[src/design/apm_defines.svh]
`ifndef APM_DEFINES_SVH
`define APM_DEFINES_SVH

// ----------------------------------------
// Register byte offsets
// ----------------------------------------
`define OFS_CTRL        8'h00
`define OFS_DOZE        8'h04
`define OFS_INT_STATUS  8'h18
`define OFS_INT_CLEAR   8'h1C
`define OFS_INT_ENABLE  8'h20
`define OFS_PLANE       8'h24
`define OFS_SEQ         8'h28
`define OFS_MOD         8'h2C
`define TMR_STRIDE      4

// ----------------------------------------
// Field positions and widths
// ----------------------------------------
`define CTRL_EN         0
`define CTRL_PWR_LO     1
`define ADDR_W          8
`define TMR_W           16
`define PLANE_W         4
`define DUTY_W          4
`define MOD_W           16
`define NUM_ACT         3
`define ACT_SYS         0
`define ACT_HK          1
`define ACT_PERIPH      2
`define PWR_W           2
`define SEQ_W           2
`define SEQ_HK_BIT      2
`define SEQ_STOP_BIT    3
`define SEQ_ACT_LO      4

// ----------------------------------------
// Timer and status indices
// ----------------------------------------
`define NUM_TMR         5
`define TMR_DOZE        0
`define TMR_STBY        1
`define TMR_CORE_SUSPEND_REQUEST_N        2
`define TMR_HK          3
`define TMR_PERIPH      4
`define ST_WAKE         5
`define ST_W            6

// ----------------------------------------
// Reset values and timing
// ----------------------------------------
`define PERIOD_RST      16'h0100
`define MOD_RST         16'h0000
`define PLANE_RST       4'h0
`define CLK_NS          10
`define TICK_NS         1000
`define TICK_CYCLES     ((`TICK_NS + `CLK_NS - 1) / `CLK_NS)
`define TICK_CNT_W      7

`endif

[src/design/apm_pkg.sv]
package apm_pkg;

    typedef enum logic [1:0] {
        PWR_ON      = 2'b00,
        PWR_DOZE    = 2'b01,
        PWR_STANDBY = 2'b10,
        PWR_SUSPEND = 2'b11
    } pwr_state_t;

    typedef enum logic [1:0] {
        SEQ_RUN     = 2'b00,
        SEQ_REQ     = 2'b01,
        SEQ_STOP    = 2'b10,
        SEQ_RESUME  = 2'b11
    } seq_state_t;

endpackage

[src/design/timer_if.sv]
`timescale 1ns/10ps
`include "apm_defines.svh"

interface timer_if;
    logic              tick;
    logic              run;
    logic              reload;
    logic [`TMR_W-1:0] period;
    logic              expire;

    modport ctl (output tick, output run, output reload, output period, input expire);
    modport tmr (input tick, input run, input reload, input period, output expire);
endinterface

[src/design/inactivity_timer.sv]
`timescale 1ns/10ps
`include "apm_defines.svh"

module inactivity_timer
    import apm_pkg::*;
(
    input wire logic pclk,
    input wire logic presetn,
    timer_if.tmr     t
);

    logic [`TMR_W-1:0] cnt_q;
    logic              expire_q;

    // ----------------------------------------
    // Down counter
    // ----------------------------------------
    // reload on activity
    always_ff @(posedge pclk or negedge presetn) begin
        if (!presetn) begin
            cnt_q <= '0;
        end else if (!t.run || t.reload) begin
            cnt_q <= t.period;
        end else if (t.tick && cnt_q != '0) begin
            cnt_q <= cnt_q - `TMR_W'(1);
        end
    end

    // Single pulse; counter parks at zero until next reload
    always_ff @(posedge pclk or negedge presetn) begin
        if (!presetn) begin
            expire_q <= 1'b0;
        end else begin
            expire_q <= t.run && !t.reload && t.tick && cnt_q == `TMR_W'(1);
        end
    end

    assign t.expire = expire_q;
endmodule

[src/design/activity_power_manager.sv]
`timescale 1ns/10ps
`include "apm_defines.svh"

module activity_power_manager
    import apm_pkg::*;
(
    input  wire logic                 pclk,
    input  wire logic                 presetn,
    input  wire logic                 psel,
    input  wire logic                 penable,
    input  wire logic                 pwrite,
    input  wire logic [`ADDR_W-1:0]   paddr,
    input  wire logic [31:0]          pwdata,
    output logic      [31:0]          prdata,
    output logic                      pready,
    output logic                      pslverr,
    input  wire logic [`NUM_ACT-1:0]  activity_in,
    input  wire logic                 core_suspend_ack,
    input  wire logic                 mgmt_software_mode,
    output logic                      core_suspend_request_n,
    output logic                      core_clock_stop,
    output logic                      mgmt_interrupt,
    output logic      [`PLANE_W-1:0]  power_plane_en
);

    function automatic logic is_reg(input logic [`ADDR_W-1:0] a, input logic [`ADDR_W-1:0] ofs);
        is_reg = (a == ofs);
    endfunction

    // ----------------------------------------
    // State
    // ----------------------------------------
    logic [31:0]            prdata_q;
    logic                   pready_q;
    logic                   pslverr_q;
    logic                   en_q;
    pwr_state_t             pwr_q;
    logic [`TMR_W-1:0]      period_q [`NUM_TMR];
    logic [`ST_W-1:0]       st_q;
    logic [`ST_W-1:0]       ien_q;
    logic [`PLANE_W-1:0]    plane_q;
    logic [`MOD_W-1:0]      mod_q;
    seq_state_t             seq_q;
    seq_state_t             seq_d;
    logic [`TICK_CNT_W-1:0] tick_cnt_q;
    logic                   tick_q;
    logic [`DUTY_W-1:0]     mod_cnt_q;
    logic                   hk_busy_q;
    logic [`NUM_ACT-1:0]    s1_q;
    logic [`NUM_ACT-1:0]    s2_q;
    logic [`NUM_ACT-1:0]    s3_q;
    logic [`NUM_ACT-1:0]    act_q;
    logic [`NUM_ACT-1:0]    act_prev_q;
    logic                   req_n_q;
    logic                   clk_stop_q;
    logic                   irq_q;
    logic [`PLANE_W-1:0]    plane_en_q;

    logic                   acc;
    logic                   wr_go;
    logic [31:0]            rd_data;
    logic                   rd_err;
    logic [`NUM_ACT-1:0]    act_rise;
    logic [`NUM_TMR-1:0]    exp_vec;
    logic [`NUM_TMR-1:0]    reload_vec;
    logic [`ST_W-1:0]       set_vec;
    logic [`ST_W-1:0]       clr_vec;
    logic [`ST_W-1:0]       set_clr;
    logic                   low_pwr_hk;
    logic                   wake_resume;
    logic [`DUTY_W-1:0]     duty_cur;
    logic                   mod_on;

    // ----------------------------------------
    // APB slave
    // ----------------------------------------
    // One wait state: ready and data are both registered
    assign acc   = psel && penable && !pready_q;
    assign wr_go = psel && penable && pwrite && pready_q;

    always_comb begin
        rd_data = '0;
        rd_err  = 1'b0;
        if (is_reg(paddr, `OFS_CTRL)) begin
            rd_data[`CTRL_EN] = en_q;
            rd_data[`CTRL_PWR_LO +: `PWR_W] = pwr_q;
        end else if (is_reg(paddr, `OFS_INT_STATUS)) begin
            rd_data[`ST_W-1:0] = st_q;
        end else if (is_reg(paddr, `OFS_INT_CLEAR)) begin
            rd_data = '0;
        end else if (is_reg(paddr, `OFS_INT_ENABLE)) begin
            rd_data[`ST_W-1:0] = ien_q;
        end else if (is_reg(paddr, `OFS_PLANE)) begin
            rd_data[`PLANE_W-1:0] = plane_q;
        end else if (is_reg(paddr, `OFS_SEQ)) begin
            rd_data[`SEQ_W-1:0]              = seq_q;
            rd_data[`SEQ_HK_BIT]             = hk_busy_q;
            rd_data[`SEQ_STOP_BIT]           = clk_stop_q;
            rd_data[`SEQ_ACT_LO +: `NUM_ACT] = act_q;
        end else if (is_reg(paddr, `OFS_MOD)) begin
            rd_data[`MOD_W-1:0] = mod_q;
        end else begin
            rd_err = 1'b1;
            for (int i = 0; i < `NUM_TMR; i++) begin
                if (is_reg(paddr, `ADDR_W'(`OFS_DOZE + `TMR_STRIDE * i))) begin
                    rd_data[`TMR_W-1:0] = period_q[i];
                    rd_err = 1'b0;
                end
            end
        end
    end

    always_ff @(posedge pclk or negedge presetn) begin
        if (!presetn) begin
            pready_q  <= 1'b0;
            prdata_q  <= '0;
            pslverr_q <= 1'b0;
        end else begin
            pready_q  <= acc;
            prdata_q  <= (acc && !pwrite) ? rd_data : '0;
            pslverr_q <= acc && rd_err;
        end
    end

    // ----------------------------------------
    // Control registers
    // ----------------------------------------
    assign wake_resume = (seq_q == SEQ_STOP) && st_q[`ST_WAKE] && ien_q[`ST_WAKE];

    always_ff @(posedge pclk or negedge presetn) begin
        if (!presetn) begin
            en_q  <= 1'b0;
            pwr_q <= PWR_ON;
        end else if (wake_resume) begin
            pwr_q <= PWR_ON;
        end else if (wr_go && is_reg(paddr, `OFS_CTRL)) begin
            en_q  <= pwdata[`CTRL_EN];
            pwr_q <= pwr_state_t'(pwdata[`CTRL_PWR_LO +: `PWR_W]);
        end
    end

    always_ff @(posedge pclk or negedge presetn) begin
        if (!presetn) begin
            ien_q   <= '0;
            plane_q <= `PLANE_RST;
            mod_q   <= `MOD_RST;
        end else if (wr_go) begin
            if (is_reg(paddr, `OFS_INT_ENABLE)) begin
                ien_q <= pwdata[`ST_W-1:0];
            end
            if (is_reg(paddr, `OFS_PLANE)) begin
                plane_q <= pwdata[`PLANE_W-1:0];
            end
            if (is_reg(paddr, `OFS_MOD)) begin
                mod_q <= pwdata[`MOD_W-1:0];
            end
        end
    end

    // ----------------------------------------
    // Activity input synchronisers
    // ----------------------------------------
    // Filtered level moves only when stages two and three agree
    generate
        for (genvar a = 0; a < `NUM_ACT; a++) begin : g_sync
            always_ff @(posedge pclk or negedge presetn) begin
                if (!presetn) begin
                    s1_q[a]       <= 1'b0;
                    s2_q[a]       <= 1'b0;
                    s3_q[a]       <= 1'b0;
                    act_q[a]      <= 1'b0;
                    act_prev_q[a] <= 1'b0;
                end else begin
                    s1_q[a]       <= activity_in[a];
                    s2_q[a]       <= s1_q[a];
                    s3_q[a]       <= s2_q[a];
                    act_q[a]      <= (s2_q[a] == s3_q[a]) ? s3_q[a] : act_q[a];
                    act_prev_q[a] <= act_q[a];
                end
            end
        end
    endgenerate

    assign act_rise = act_q & ~act_prev_q;

    // ----------------------------------------
    // Tick divider
    // ----------------------------------------
    always_ff @(posedge pclk or negedge presetn) begin
        if (!presetn) begin
            tick_cnt_q <= '0;
            tick_q     <= 1'b0;
        end else if (tick_cnt_q == `TICK_CNT_W'(`TICK_CYCLES - 1)) begin
            tick_cnt_q <= '0;
            tick_q     <= 1'b1;
        end else begin
            tick_cnt_q <= tick_cnt_q + `TICK_CNT_W'(1);
            tick_q     <= 1'b0;
        end
    end

    // ----------------------------------------
    // Inactivity timers
    // ----------------------------------------
    // reload per activity class
    always_comb begin
        reload_vec = '0;
        reload_vec[`TMR_DOZE]   = act_q[`ACT_SYS];
        reload_vec[`TMR_STBY]   = act_q[`ACT_SYS];
        reload_vec[`TMR_CORE_SUSPEND_REQUEST_N]   = act_q[`ACT_SYS];
        reload_vec[`TMR_HK]     = act_q[`ACT_HK];
        reload_vec[`TMR_PERIPH] = act_q[`ACT_PERIPH];
    end

    timer_if tif [`NUM_TMR] ();

    generate
        for (genvar i = 0; i < `NUM_TMR; i++) begin : g_tmr
            always_ff @(posedge pclk or negedge presetn) begin
                if (!presetn) begin
                    period_q[i] <= `PERIOD_RST;
                end else if (wr_go && is_reg(paddr, `ADDR_W'(`OFS_DOZE + `TMR_STRIDE * i))) begin
                    period_q[i] <= pwdata[`TMR_W-1:0];
                end
            end
            assign tif[i].tick   = tick_q;
            assign tif[i].run    = en_q;
            assign tif[i].reload = reload_vec[i];
            assign tif[i].period = period_q[i];
            assign exp_vec[i]    = tif[i].expire;
            inactivity_timer u_tmr (
                .pclk    (pclk),
                .presetn (presetn),
                .t       (tif[i])
            );
        end
    endgenerate

    // ----------------------------------------
    // Housekeeping burst tracking
    // ----------------------------------------
    assign low_pwr_hk = (pwr_q == PWR_DOZE) || (pwr_q == PWR_STANDBY);

    always_ff @(posedge pclk or negedge presetn) begin
        if (!presetn) begin
            hk_busy_q <= 1'b0;
        end else if (act_q[`ACT_HK] && low_pwr_hk) begin
            hk_busy_q <= 1'b1;
        end else if (exp_vec[`TMR_HK] || !low_pwr_hk) begin
            hk_busy_q <= 1'b0;
        end
    end

    // ----------------------------------------
    // Interrupt status
    // ----------------------------------------
    always_comb begin
        set_vec = '0;
        set_vec[`TMR_PERIPH:0] = exp_vec;
        set_vec[`TMR_HK]       = exp_vec[`TMR_HK] && hk_busy_q;
        set_vec[`ST_WAKE]      = act_rise[`ACT_SYS] && (pwr_q != PWR_ON);
    end

    assign clr_vec = (wr_go && is_reg(paddr, `OFS_INT_CLEAR)) ? pwdata[`ST_W-1:0] : '0;
    assign set_clr = set_vec & clr_vec;

    // Set beats a same-cycle clear
    always_ff @(posedge pclk or negedge presetn) begin
        if (!presetn) begin
            st_q  <= '0;
            irq_q <= 1'b0;
        end else begin
            st_q  <= (st_q & ~clr_vec) | set_vec;
            irq_q <= |(st_q & ien_q);
        end
    end

    // ----------------------------------------
    // Suspend sequencer
    // ----------------------------------------
    always_comb begin
        seq_d = seq_q;
        case (seq_q)
            SEQ_RUN: begin
                if (pwr_q == PWR_SUSPEND) begin
                    seq_d = SEQ_REQ;
                end
            end
            SEQ_REQ: begin
                if (core_suspend_ack) begin
                    seq_d = SEQ_STOP;
                end else if (pwr_q != PWR_SUSPEND) begin
                    seq_d = SEQ_RUN;
                end
            end
            SEQ_STOP: begin
                if (pwr_q != PWR_SUSPEND || wake_resume) begin
                    seq_d = SEQ_RESUME;
                end
            end
            SEQ_RESUME: begin
                seq_d = SEQ_RUN;
            end
            default: begin
                seq_d = SEQ_RUN;
            end
        endcase
    end

    // Full speed while management code or a housekeeping burst runs
    assign duty_cur = mod_q[`DUTY_W * pwr_q +: `DUTY_W];
    assign mod_on   = (mod_cnt_q < duty_cur) && !mgmt_software_mode && !hk_busy_q;

    always_ff @(posedge pclk or negedge presetn) begin
        if (!presetn) begin
            mod_cnt_q <= '0;
        end else if (tick_q) begin
            mod_cnt_q <= mod_cnt_q + `DUTY_W'(1);
        end
    end

    always_ff @(posedge pclk or negedge presetn) begin
        if (!presetn) begin
            seq_q      <= SEQ_RUN;
            req_n_q    <= 1'b1;
            clk_stop_q <= 1'b0;
        end else begin
            seq_q      <= seq_d;
            req_n_q    <= !((seq_d != SEQ_RUN) || mod_on);
            clk_stop_q <= (seq_d == SEQ_STOP);
        end
    end

    always_ff @(posedge pclk or negedge presetn) begin
        if (!presetn) begin
            plane_en_q <= '1;
        end else begin
            plane_en_q <= (seq_d == SEQ_STOP) ? ~plane_q : '1;
        end
    end

    assign prdata                 = prdata_q;
    assign pready                 = pready_q;
    assign pslverr                = pslverr_q;
    assign core_suspend_request_n = req_n_q;
    assign core_clock_stop        = clk_stop_q;
    assign mgmt_interrupt         = irq_q;
    assign power_plane_en         = plane_en_q;
endmodule

[config.mk]
export PLATFORM = sky130hd
export DESIGN_NAME = activity_power_manager
export DESIGN_NICKNAME = d
export VERILOG_FILES = /design/src/design/apm_pkg.sv /design/src/design/timer_if.sv /design/src/design/inactivity_timer.sv /design/src/design/activity_power_manager.sv
export VERILOG_INCLUDE_DIRS = /design/src /design/src/design
export SDC_FILE = /design/constraint.sdc
export NUM_CORES = 1
export LEC_CHECK = 0
export BUFFER_PORTS_ARGS = -buffer_cell sky130_fd_sc_hd__buf_4
export CORE_MARGIN = 4
export CORE_UTILIZATION = 55
export CTS_BUF_LIST = sky130_fd_sc_hd__clkbuf_16
export CTS_CLUSTER_SIZE = 20
export DETAILED_ROUTE_END_ITERATION = 8
export PLACE_DENSITY = 0.85
export SYNTH_ARGS = -nofsm -noshare
export SYNTH_HDL_FRONTEND = slang
export SYNTH_SLANG_ARGS = --single-unit
export TNS_END_PERCENT = 50
[constraint.sdc]
create_clock -name pclk -period 2.82 [get_ports pclk]
set_clock_uncertainty 0.2 [all_clocks]
set_input_delay 0.564 -clock pclk [delete_from_list [all_inputs] [get_ports pclk]]
set_output_delay 0.564 -clock pclk [all_outputs]
set_load 0.02 [all_outputs]
==> After elaboration in Yosys (flattened, before gate mapping) <==
Cells that the tools add are included.
{ "word_totals": {"ff_bits": 269, "inputBits": 50} }
{ "classes": {"add_sub_neg": 7, "magnitude_cmp": 1, "n_eq_ne": 28, "shift": 1, "n_mux": 64, "n_bitwise": 8, "n_reduce_logical": 74} }
{ "ops": {"columns": ["operator", "n"], "rows": [
  ["16-bit 2-to-1 mux", 23],
  ["16-bit by 1-bit == test with 1-bit output (second input constant)", 5],
  ["16-bit nonzero test", 5],
  ["16-bit by 1-bit subtractor with 16-bit output (second input constant)", 5],
  ["7-bit 2-to-1 mux", 7],
  ["1-bit logical AND", 36],
  ["8-bit by 5-bit == test with 1-bit output (second input constant)", 4],
  ["8-bit by 6-bit == test with 1-bit output (second input constant)", 4],
  ["32-bit 2-to-1 mux", 1],
  ["10-bit 2-to-1 mux", 2],
  ["6-bit 2-to-1 mux", 3],
  ["2-bit nonzero test", 9],
  ["8-bit by 4-bit == test with 1-bit output (second input constant)", 2],
  ["16-bit by 5-bit variable part select with 4-bit output", 1],
  ["1-bit 2-to-1 mux", 15],
  ["13-bit 2-to-1 mux", 1],
  ["6-bit bitwise AND", 2],
  ["12-bit 2-to-1 mux", 1],
  ["2-bit 2-to-1 mux", 6],
  ["2-bit == test (second input constant)", 5],
  ["1-bit logical NOT", 10],
  ["9-bit 2-to-1 mux", 1],
  ["8-bit by 3-bit == test with 1-bit output (second input constant)", 1],
  ["8-bit logical NOT", 1],
  ["other kinds (19)", 33]
]} }

==> Depth between registers and ports, before layout <==
Gate-level depths: netlist of the first run.
{ "logic_depth": {"ltp_word": 25, "ltp_mapped": 8} }

==> Modules after synthesis <==
From an unflattened synthesis of the first run, not the netlist that was laid out.
{ "hier_totals": {"hier_cells": 1264, "area_unflattened_um2": 13300.3} }
{ "modules_own_cells": {"columns": ["mod", "n_inst", "cells_each", "area_each_um2"], "rows": [
  ["activity_power_manager", 1, 632, 7845.0],
  ["inactivity_timer at g_tmr[1].u_tmr ...", 3, 127, 1098.6],
  ["inactivity_timer at g_tmr[4].u_tmr", 1, 123, 1082.3],
  ["inactivity_timer at g_tmr[0].u_tmr", 1, 128, 1077.3]
]} }

==> Worst setup path before layout of the first run <==
OpenSTA, ideal clock, no wires.
{ "synth_timing": {"kind": "input to register", "startpoint": "input port paddr[4]", "endpoint": "register mod_q[10]", "setup_time_ps": 125, "t_arrival_ps": 2623, "setup_slack_ps": -128, "path_stages": 7, "path_buffers": 2, "cell_sequence": "clkbuf_1 or4b_2 nor2_2 nand3_1 nor2_2 buf_4 mux2_2"} }
{ "synth_between": {"elab_chain_len": 2} }
{ "synth_lines": {"columns": ["element", "line_no", "source"], "rows": [
  ["start: declaration", "activity_power_manager.sv:12", "input wire logic [`ADDR_W-1:0] paddr,"],
  ["8-bit by 6-bit == test with 1-bit output", "activity_power_manager.sv:27", "is_reg = (a == ofs);"],
  ["2-bit AND reduction (no line)", null, null],
  ["end signal: assignment", "activity_power_manager.sv:146", "mod_q <= `MOD_RST;"],
  ["end signal: assignment", "activity_power_manager.sv:155", "mod_q <= pwdata[`MOD_W-1:0];"],
  ["end: declaration", "activity_power_manager.sv:42", "logic [`MOD_W-1:0] mod_q;"]
]} }
No other way between the ends.
A chain may end at the register's enable or synchronous reset.

==> Final worst setup path of the first run <==
{ "layout_timing": {"startpoint": "register g_tmr[4].u_tmr.cnt_q[4]", "endpoint": "register g_tmr[4].u_tmr.cnt_q[13]"} }
{ "layout_between": {"elab_chain_len": 3, "word_cells_on_any_way": 6} }
{ "layout_lines": {"columns": ["element", "line_no", "source"], "rows": [
  ["start: declaration", "inactivity_timer.sv:12", "logic [`TMR_W-1:0] cnt_q;"],
  ["start signal: assignment", "inactivity_timer.sv:23", "cnt_q <= t.period;"],
  ["start signal: assignment", "inactivity_timer.sv:25", "cnt_q <= cnt_q - `TMR_W'(1);"],
  ["16-bit by 1-bit subtractor with 16-bit output or 16-bit nonzero test (tied branches)", "inactivity_timer.sv:25, inactivity_timer.sv:24", null],
  ["16-bit 2-to-1 mux or 1-bit logical AND (tied branches)", "inactivity_timer.sv:24", "end else if (t.tick && cnt_q != '0) begin"],
  ["16-bit 2-to-1 mux or 2-bit nonzero test (tied branches)", null, null]
]} }
Several ways; a longest one is shown, not always the timed one. The select of a mux whose other input is x is not followed.

==> results of run 1 <==
-- worst max-delay path by stage --
stage	slack, ps	from	depth (start not counted)	to
2_1_floorplan	20	paddr[4]	6	tif[4].period[10]$_DFFE_PN0P_
3_3_place_gp	130	g_tmr[4].u_tmr.cnt_q[4]$_DFFE_PN0P_	5	g_tmr[4].u_tmr.cnt_q[13]$_DFFE_PN0P_
3_5_place_dp	110	g_tmr[4].u_tmr.cnt_q[4]$_DFFE_PN0P_	5	g_tmr[4].u_tmr.cnt_q[13]$_DFFE_PN0P_
4_1_cts	90	g_tmr[4].u_tmr.cnt_q[4]$_DFFE_PN0P_	5	g_tmr[4].u_tmr.cnt_q[13]$_DFFE_PN0P_
5_1_grt	40	g_tmr[4].u_tmr.cnt_q[4]$_DFFE_PN0P_	5	g_tmr[4].u_tmr.cnt_q[13]$_DFFE_PN0P_
6_report	80	g_tmr[4].u_tmr.cnt_q[4]$_DFFE_PN0P_	5	g_tmr[4].u_tmr.cnt_q[13]$_DFFE_PN0P_
-- placed cells by master (no fill, tap or decap), types with 10 or more instances in the layout --
master     netlist  layout
mux2i_1         14      14
clkbuf_16        0      27
a22oi_1         14      14
nand3_1         35      34
or4_1           12      12
nand4_1         18      18
nand2_1        115     115
conb_1           1      16
buf_4           17     104
o22ai_1         12      12
o21ai_0         96      96
nor2b_1         11      11
mux2_2         120     120
a211oi_1        11      11
xor2_1          32      32
ha_1            17      17
or3_1           16      16
dfrtp_1        243     243
a31oi_1         11      11
inv_1           24      31
nor4_1          23      23
a21oi_1         32      32
nor3_1          31      30
xnor2_1         35      35
dfstp_2         10      10
nor2_1          62      62
-- report_power, final --
group | internal [W] | switching (W)
sequential | 0.00368 | 0.0000567
clock | 0.00201 | 0.00145
combinational | 0.000161 | 0.000318
total | 0.00585 | 0.00183
-- per-layer routing --
metal / track usage / up-vias
met1: 0.362 / 5023
met4: 0.0958 / 0
met2: 0.432 / 566
li1: - / 4524
met3: 0.0501 / 96
met5: 0 / -
-- registers in the layout, summed over array words and instances, names as in the netlist, 2 cells and up --
register and count:
g_tmr.u_tmr.cnt_q 80, pwr_q 2, s2_q 3, power_plane_en 4, tif.reload 3, g_tmr.u_tmr.t.expire 5, ien_q 6, prdata 16
mod_q 16, s3_q 3, st_q 6, tick_cnt_q 7, seq_q 2, plane_q 4, mod_cnt_q 4, tif.period 80
s1_q 3
-- per-stage QoR --
step                      std cells  cell area (um2)  hold WS, ps
after floorplan                1213            12800         68.4
after global placement         1534            13700          132
after detailed placement       1534            13700          135
after CTS                      1586            14600          129
after global routing           1586            14600          139
final                          1586            14600          149
-- cell type report --
class                      count  area, um2
multi-input combinational    861       5980
timing repair buffer         115        956
fill                        1642       8060
inverter                      24       90.1
clock buffer                  27        676
sequential                   253       6340
tap                          285        357
clock inverter                21        180
-- kinds of logic after synthesis --
family,count (synthesis),share of synthesized area
adder cells (fa/ha/maj),20,0.0191
AND/OR/NAND/NOR,383,0.157
other,1,0.000295
XOR/XNOR,67,0.0462
AO/OA/AOI/OAI,237,0.118
flip-flops,253,0.500
buffers and inverters,99,0.0350
multiplexers,138,0.125
-- worst max-delay path, delay by kind of cell (launching register included) --
| kind | cells | cell delay [ps] |
|---|---|---|
| compound gates | 1 | 160 |
| flops | 1 | 400 |
| simple gates | 4 | 1900 |
==> flow_summary.yaml, run 1 <==
routing:
  num_vias: 10209
  wl_met2_um: 16300
  via_per_inst: 6.44
  drtIter0Drc: 1079
  avgRoutedWirePerCell_um: 21.8
  drcViolationCount: 0
  drtAntennaViolNets: 0
  met1_length_um: 13600
  drt_pre_antenna_iters: 6
  wirelength_um: 34500
  wl_met3_um: 3170
  highest_layer: "met4"
cts:
  cts_tree: "done"
  hold_buffers: 4
  cts_buffer_depth: 3
  clockRootBuffer: "clkbuf_16"
  cts.clk_slew.worst_paths_ps: 60
  cts_setup_buffers: 0
  ctsHtreeMaxLevel: 1
  cts_resized: 0
  clk_latency_ps: 540
  cts_buffers: 26
  cts.sinks: 253
outcome:
  outcome: "finished clean"
layout:
  areaGrowthSynthToFinish_pct: 14.9
  drive_gt1_frac: 0.235
  num_antenna_cells: 0
  final_util: 0.644
  final_nets: 1348
sta:
  period_needed_ps: 2740
  max_slew_margin: 0.479
  final_max_slew_viol_count: 0
  setup_viol: 0
  finalWorstSetupSlack_ps: 83.2
  post-route-period-util: 0.970
  fin_tns_setup_ps: 0
  tightest_slew_ps: 781
  timing.fmax_mhz: 365
  finalHoldViolations: 0
  rsz0062_at_grt: "no"
min_path:
  min_from: "pwdata[8]"
  min_path_type: "primary input to register"
  whs_path_depth: 2
  worstHoldEndpoint: "tif[2].period[8]$_DFFE_PN1P_"
global_route:
  grt_pass1_wl_um: 55400
  antenna_found_initial: 0
  overflow: 0
  globalRouteTotalUtil: 0.266
  grt_pass1_vias: 10035
  grt_max_degree: 68
logic_synthesis:
  ys_seq_area_frac: 0.500
  yosys-top-cells-area: "dfrtp_1, mux2_2, o21ai_0, nand2_1, xnor2_1"
  avgSynthCellArea_um2: 10.6
  yosysTopAreaCell: "dfrtp_1"
  ys_warn_count: 0
  yosys.area.top_type_share: 0.479
  yosysUniqueCellTypes: 72
  synthArstFlopShare: 1.00
  synth_area_mm2: 0.0127
  synth_cells: 1198
  synth-main-ff-cell: "dfrtp_1"
  yosys-top-cells-count: "dfrtp_1, mux2_2, nand2_1"
  ys_ff_latch: 253
  synth.most_common_cell: "dfrtp_1"
  synth_edf_count: 0
critical_path:
  crit_fanout: 6
  r2r-end: "g_tmr[4].u_tmr.cnt_q[13]$_DFFE_PN0P_"
  critPathMaxStageDelay_ps: 570
  rrSetupSlack_ps: 80
  cpMaxStageDelayCell: "or4_4"
  crit_arrival_ps: 2980
  worstSetupPathType: "register to register"
  end_kind: "register"
  path_cells: "or4_4, or3_1, or4_4, or3_1, a31oi_1"
  worstPathRequired_ps: 3070
  crit_path_start_kind: "register"
  r2r_cells: 5
  reg2reg_from: "g_tmr[4].u_tmr.cnt_q[4]$_DFFE_PN0P_"
floorplan:
  die_x_um: 160
  core_region_area_mm2: 0.0226
  dieArea_mm2: 0.0256
  die_h_um: 160
  start_util: 0.561
  ios: 91
  rows: 55
place:
  place_ws_ps: 113
  gp_congestion: 0.963
  place_hpwl_um: 24300
  io_buffers: 58
power_and_ir_drop:
  ir_drop_uv: 436
  p_per_area_mw_per_mm2: 527
  p_leak_nw: 6.58
  p_total_w: 0.00768
job:
  maxCapViolations: 0
Note: power is estimated with default switching activity, not from simulation.
==> run 2: changes to the inputs <==
CORE_UTILIZATION = 35   (was 55)
PLACE_DENSITY = 0.61   (was 0.85)
SYNTH_HIERARCHICAL = 1   (was not set)
==> flow_summary.yaml, run 2 <==
floorplan:
  die_h_um: 203
  ios: 91
  rows: 71
  die_x_um: 203
  core_region_area_mm2: 0.0376
  start_util: 0.354
  dieArea_mm2: 0.0412
global_route:
  grt_pass1_wl_um: 59700
  globalRouteTotalUtil: 0.181
  overflow: 0
  grt_pass1_vias: 10178
  antenna_found_initial: 3
  grt_max_degree: 74
critical_path:
  crit_path_start_kind: "register"
  crit_arrival_ps: 2880
  end_kind: "register"
  worstPathRequired_ps: 3060
  worstSetupPathType: "register to register"
  crit_fanout: 5
cts:
  hold_buffers: 4
  cts_buffers: 29
  cts_resized: 0
  cts.clk_slew.worst_paths_ps: 60
  ctsHtreeMaxLevel: 1
  cts_tree: "done"
  cts_buffer_depth: 3
  clockRootBuffer: "clkbuf_16"
  cts_setup_buffers: 0
  clk_latency_ps: 560
  cts.sinks: 253
layout:
  num_antenna_cells: 0
  final_nets: 1419
  areaGrowthSynthToFinish_pct: 16.8
  drive_gt1_frac: 0.239
  layout_common_cells: "dfrtp_1, nor2_1, mux2_2, buf_4, nand2_1"
  final_common_cell: "dfrtp_1"
logic_synthesis:
  yosys.area.top_type_share: 0.457
  synth-main-ff-cell: "dfrtp_1"
  synthArstFlopShare: 1.00
  yosysTopAreaCell: "dfrtp_1"
  ys_seq_area_frac: 0.477
  synth_edf_count: 0
  ys_warn_count: 6
  synth_cells: 1264
  avgSynthCellArea_um2: 10.5
  synth_area_mm2: 0.0133
  yosys-top-cells-area: "dfrtp_1, mux2_2, a31oi_1, nor2_1, nand2_1"
  yosysUniqueCellTypes: 80
  yosys-top-cells-count: "dfrtp_1, nor2_1, mux2_2"
  synth.most_common_cell: "dfrtp_1"
  ys_ff_latch: 253
power_and_ir_drop:
  p_total_w: 0.00795
  ir_drop_uv: 425
  p_per_area_mw_per_mm2: 512
  p_leak_nw: 6.91
routing:
  drt_pre_antenna_iters: 7
  num_vias: 10829
  drcViolationCount: 0
  via_per_inst: 5.74
  drtIter0Drc: 1053
  avgRoutedWirePerCell_um: 20.3
  drtAntennaViolNets: 0
  wirelength_um: 38300
place:
  io_buffers: 58
  place_ws_ps: 195
  gp_congestion: 0.901
  place_hpwl_um: 27700
min_path:
  min_path_type: "primary input to register"
sta:
  rsz0062_at_grt: "no"
  final_max_slew_viol_count: 0
  period_needed_ps: 2630
  post-route-period-util: 0.933
  setup_viol: 0
  finalHoldViolations: 0
  timing.hold.ws_ps: 117
  timing.fmax_mhz: 380
  max_slew_margin: 0.560
  tightest_slew_ps: 660
  fin_tns_setup_ps: 0
  finalWorstSetupSlack_ps: 188
outcome:
  outcome: "finished clean"
job:
  maxCapViolations: 0
==> run 2: cell count changes after synthesis, moves of 12 or more <==
cell,before,now
or3_1,16,42
or4_1,12,33
clkbuf_1,51,30
nand3_1,35,47
nor2_1,62,118
xor2_1,32,2
a31oi_1,11,73
a21oi_1,32,18
o21ai_0,96,58
xnor2_1,35,5
nand2_1,115,88
==> run 2: final timing paths <==
kind                                                      from                                  end  slack, ps  cells past startpoint
max reg2reg                g_tmr[0].u_tmr/cnt_q[0]$_DFFE_PN0P_  g_tmr[0].u_tmr/cnt_q[7]$_DFFE_PN0P_        190                      6
min reg2reg                                  s1_q[0]$_DFF_PN0_                    s2_q[0]$_DFF_PN0_        140                      0
min in group asynchronous                              presetn                    s1_q[2]$_DFF_PN0_        370                      2
min                                                 pwdata[11]        tif[2].period[11]$_DFFE_PN0P_        120                      2
max                        g_tmr[0].u_tmr/cnt_q[0]$_DFFE_PN0P_  g_tmr[0].u_tmr/cnt_q[7]$_DFFE_PN0P_        190                      6
max in group asynchronous                              presetn         tif[4].period[8]$_DFFE_PN1P_       1270                      3
==> run 2: cell type report <==
cell class                      instances  area [um2]
Sequential cell                       253        6340
Fill cell                            3643       22000
Inverter                               28         105
Clock buffer                           29         726
Tap cell                              511         639
Multi-Input combinational cell        926        6530
Clock inverter                         25         196
Timing Repair Buffer                  114         998
==> run 2: metrics by stage <==
stage | cells | utilization | instance area, um2
final | 1886 | 0.413 | 15500
after global routing | 1886 | 0.413 | 15500
after CTS | 1886 | 0.413 | 15500
after detailed placement | 1828 | 0.388 | 14600
after global placement | 1828 | 0.388 | 14600
after floorplan | 1279 | - | 13400
==> run 2: worst max-delay path: stages (launching register included) <==
cell     delay [ps]
dfrtp_1         420
inv_1            90
ha_1            230
or4b_2          640
or4_1           450
and3_1          200
a221o_1         290
==> run 2: where the power goes <==
part	internal [W]	switching, W
Clock	0.00213	0.00156
Combinational	0.000165	0.000342
Sequential	0.00369	0.0000613
Total	0.00599	0.00197
==> run 2: kinds of logic (layout without fill, tap and decap cells) <==
family,count (synthesis),count (layout),share of synthesized area
fa+ha+maj,21,21,0.0190
buf+inv,100,196,0.0373
xor+xnor,7,7,0.00461
flops,253,253,0.477
mux,133,133,0.118
compound gates,256,256,0.129
other cells,1,16,0.000282
simple gates,493,493,0.214
==> run 2: metal layers <==
metal	GRT usage	part of all wire
met1	0.276	0.47
met2	0.268	0.44
met3	0.0291	0.068
met4	0.0456	0.026
met5	0	0
==> run 3: changes to the inputs <==
PLACE_DENSITY = 0.59   (was 0.61)
clock period = 2.8 ns   (was 2.82 ns; I/O delays follow)
==> flow_summary.yaml, run 3 (same netlist as run 2, synthesis figures left out) <==
outcome:
  outcome: "finished clean"
sta:
  period_needed_ps: 2580
  final_max_slew_viol_count: 0
  fin_tns_setup_ps: 0
  max_slew_margin: 0.476
  setup_viol: 0
  rsz0062_at_grt: "no"
  finalHoldViolations: 0
  tightest_slew_ps: 766
  post-route-period-util: 0.921
  timing.fmax_mhz: 388
power_and_ir_drop:
  p_leak_nw: 6.95
  p_int_w: 0.00629
  comb_power_share: 0.061
  p_total_w: 0.00829
  switching_share: 0.242
  p_per_area_mw_per_mm2: 531
  pwr-share-seq: 0.455
  power.share.clock: 0.484
  p_sw_w: 0.00201
  ir_drop_uv: 356
floorplan:
  core_region_area_mm2: 0.0376
  start_util: 0.354
  die_h_um: 203
  die_x_um: 203
  dieArea_mm2: 0.0412
  ios: 91
  rows: 71
routing:
  drt_pre_antenna_iters: 5
  via_per_inst: 5.66
  wirelength_um: 39000
  drtAntennaViolNets: 0
  drtIter0Drc: 865
  num_vias: 10684
  avgRoutedWirePerCell_um: 20.6
  drcViolationCount: 0
critical_path:
  reg2reg_from: "g_tmr[0].u_tmr/cnt_q[0]$_DFFE_PN0P_"
  crit_path_end: "g_tmr[0].u_tmr/cnt_q[7]$_DFFE_PN0P_"
  crit_fanout: 5
  worstSetupPathType: "register to register"
  crit_arrival_ps: 2820
  worstPathRequired_ps: 3040
  rrSetupSlack_ps: 220
  end_kind: "register"
  crit_path_start_kind: "register"
  crit_start: "g_tmr[0].u_tmr/cnt_q[0]$_DFFE_PN0P_"
  r2r-end: "g_tmr[0].u_tmr/cnt_q[7]$_DFFE_PN0P_"
  r2r_cells: 6
cts:
  cts_buffer_depth: 3
  cts_tree: "done"
  cts.sinks: 253
  clockRootBuffer: "clkbuf_16"
  cts_buffers: 30
  ctsHtreeMaxLevel: 1
  clk_latency_ps: 570
  cts_resized: 0
  cts.clk_slew.worst_paths_ps: 60
layout:
  final_common_cell: "dfrtp_1"
  num_antenna_cells: 0
  areaGrowthSynthToFinish_pct: 17.5
  final_nets: 1420
  drive_gt1_frac: 0.243
  stdcell_count: 1887
  layout_common_cells: "dfrtp_1, nor2_1, mux2_2, buf_4, nand2_1"
  fillCellCount: 3618
global_route:
  globalRouteTotalUtil: 0.184
  grt_pass1_vias: 10104
  grt_pass1_wl_um: 60400
  antenna_found_initial: 1
  overflow: 0
  grt_max_degree: 76
job:
  maxCapViolations: 0
place:
  dp_cells: 1828
  io_buffers: 58
  place_hpwl_um: 28100
  gp_congestion: 0.906
min_path:
  whs_path_depth: 2
  min_path_type: "primary input to register"
==> run 3: cell types whose count changed in the layout (fill, tap and decap cells not counted) <==
cell,change
bufinv_16,+2
clkbuf_16,+1
clkinv_1,-1
clkinv_2,+3
clkinv_8,+1
clkinvlp_4,-1
inv_1,-4
==> run 3: layout make-up <==
class	count	area, um2	area share
Clock buffer	30	751	0.0480
Multi-Input combinational cell	926	6530	0.418
Inverter	28	105	0.00673
Tap cell	511	639	0.0409
Clock inverter	25	262	0.0167
Sequential cell	253	6340	0.406
Timing Repair Buffer	114	998	0.0639
==> run 3: critical path, stage by stage, from the launching register on <==
cell and delay [ps]:
dfrtp_1 420, inv_1 100, ha_1 170, or4b_2 630
or4_1 460, and3_1 210, a221o_1 280
==> run 3: worst min-delay path by stage <==
| stage | end | start | slack, ps |
|---|---|---|---|
| floorplan | act_prev_q[0]$_DFF_PN0_ | presetn | 60 |
| global placement | s2_q[0]$_DFF_PN0_ | s1_q[0]$_DFF_PN0_ | 140 |
| detailed placement | s2_q[1]$_DFF_PN0_ | s1_q[1]$_DFF_PN0_ | 140 |
| CTS | tif[1].period[12]$_DFFE_PN0P_ | pwdata[12] | 70 |
| global route | tif[3].period[12]$_DFFE_PN0P_ | pwdata[12] | 80 |
| finish | tif[1].period[12]$_DFFE_PN0P_ | pwdata[12] | 90 |
==> run 3: stage by stage <==
step | utilization | instance area (um2) | setup WS [ps] | hold WS (ps)
finish | 0.416 | 15600 | 221 | 91.6
CTS | 0.416 | 15600 | 217 | 68.4
global placement | 0.388 | 14600 | 80.6 | 138
detailed placement | 0.388 | 14600 | 77.1 | 138
floorplan | - | 13400 | 74.9 | 64.4
global route | 0.416 | 15600 | 113 | 84.7
==> run 3: power groups by stage <==
stage	logic, W	registers, W	clock network [W]
after detailed placement	0.000509	0.00384	0
after CTS	0.000513	0.00378	0.00411
after global routing	0.000559	0.00378	0.00427
final	0.000507	0.00378	0.00401
after global placement	0.000505	0.00384	0
after floorplan	0.000251	0.00383	0
==> run 3: routing by layer <==
layer	GRT usage	vias to the layer above	share of wire
met5	0	-	0
met4	0.0483	0	0.022
met3	0.0243	49	0.061
met2	0.276	311	0.44
met1	0.281	5381	0.48
li1	-	4943	-
==> run 3: timing repair <==
item                                   in CTS  in global routing
hold buffers                                4                  0
buffers inserted                            0                  0
endpoints found under the hold margin      49                  0
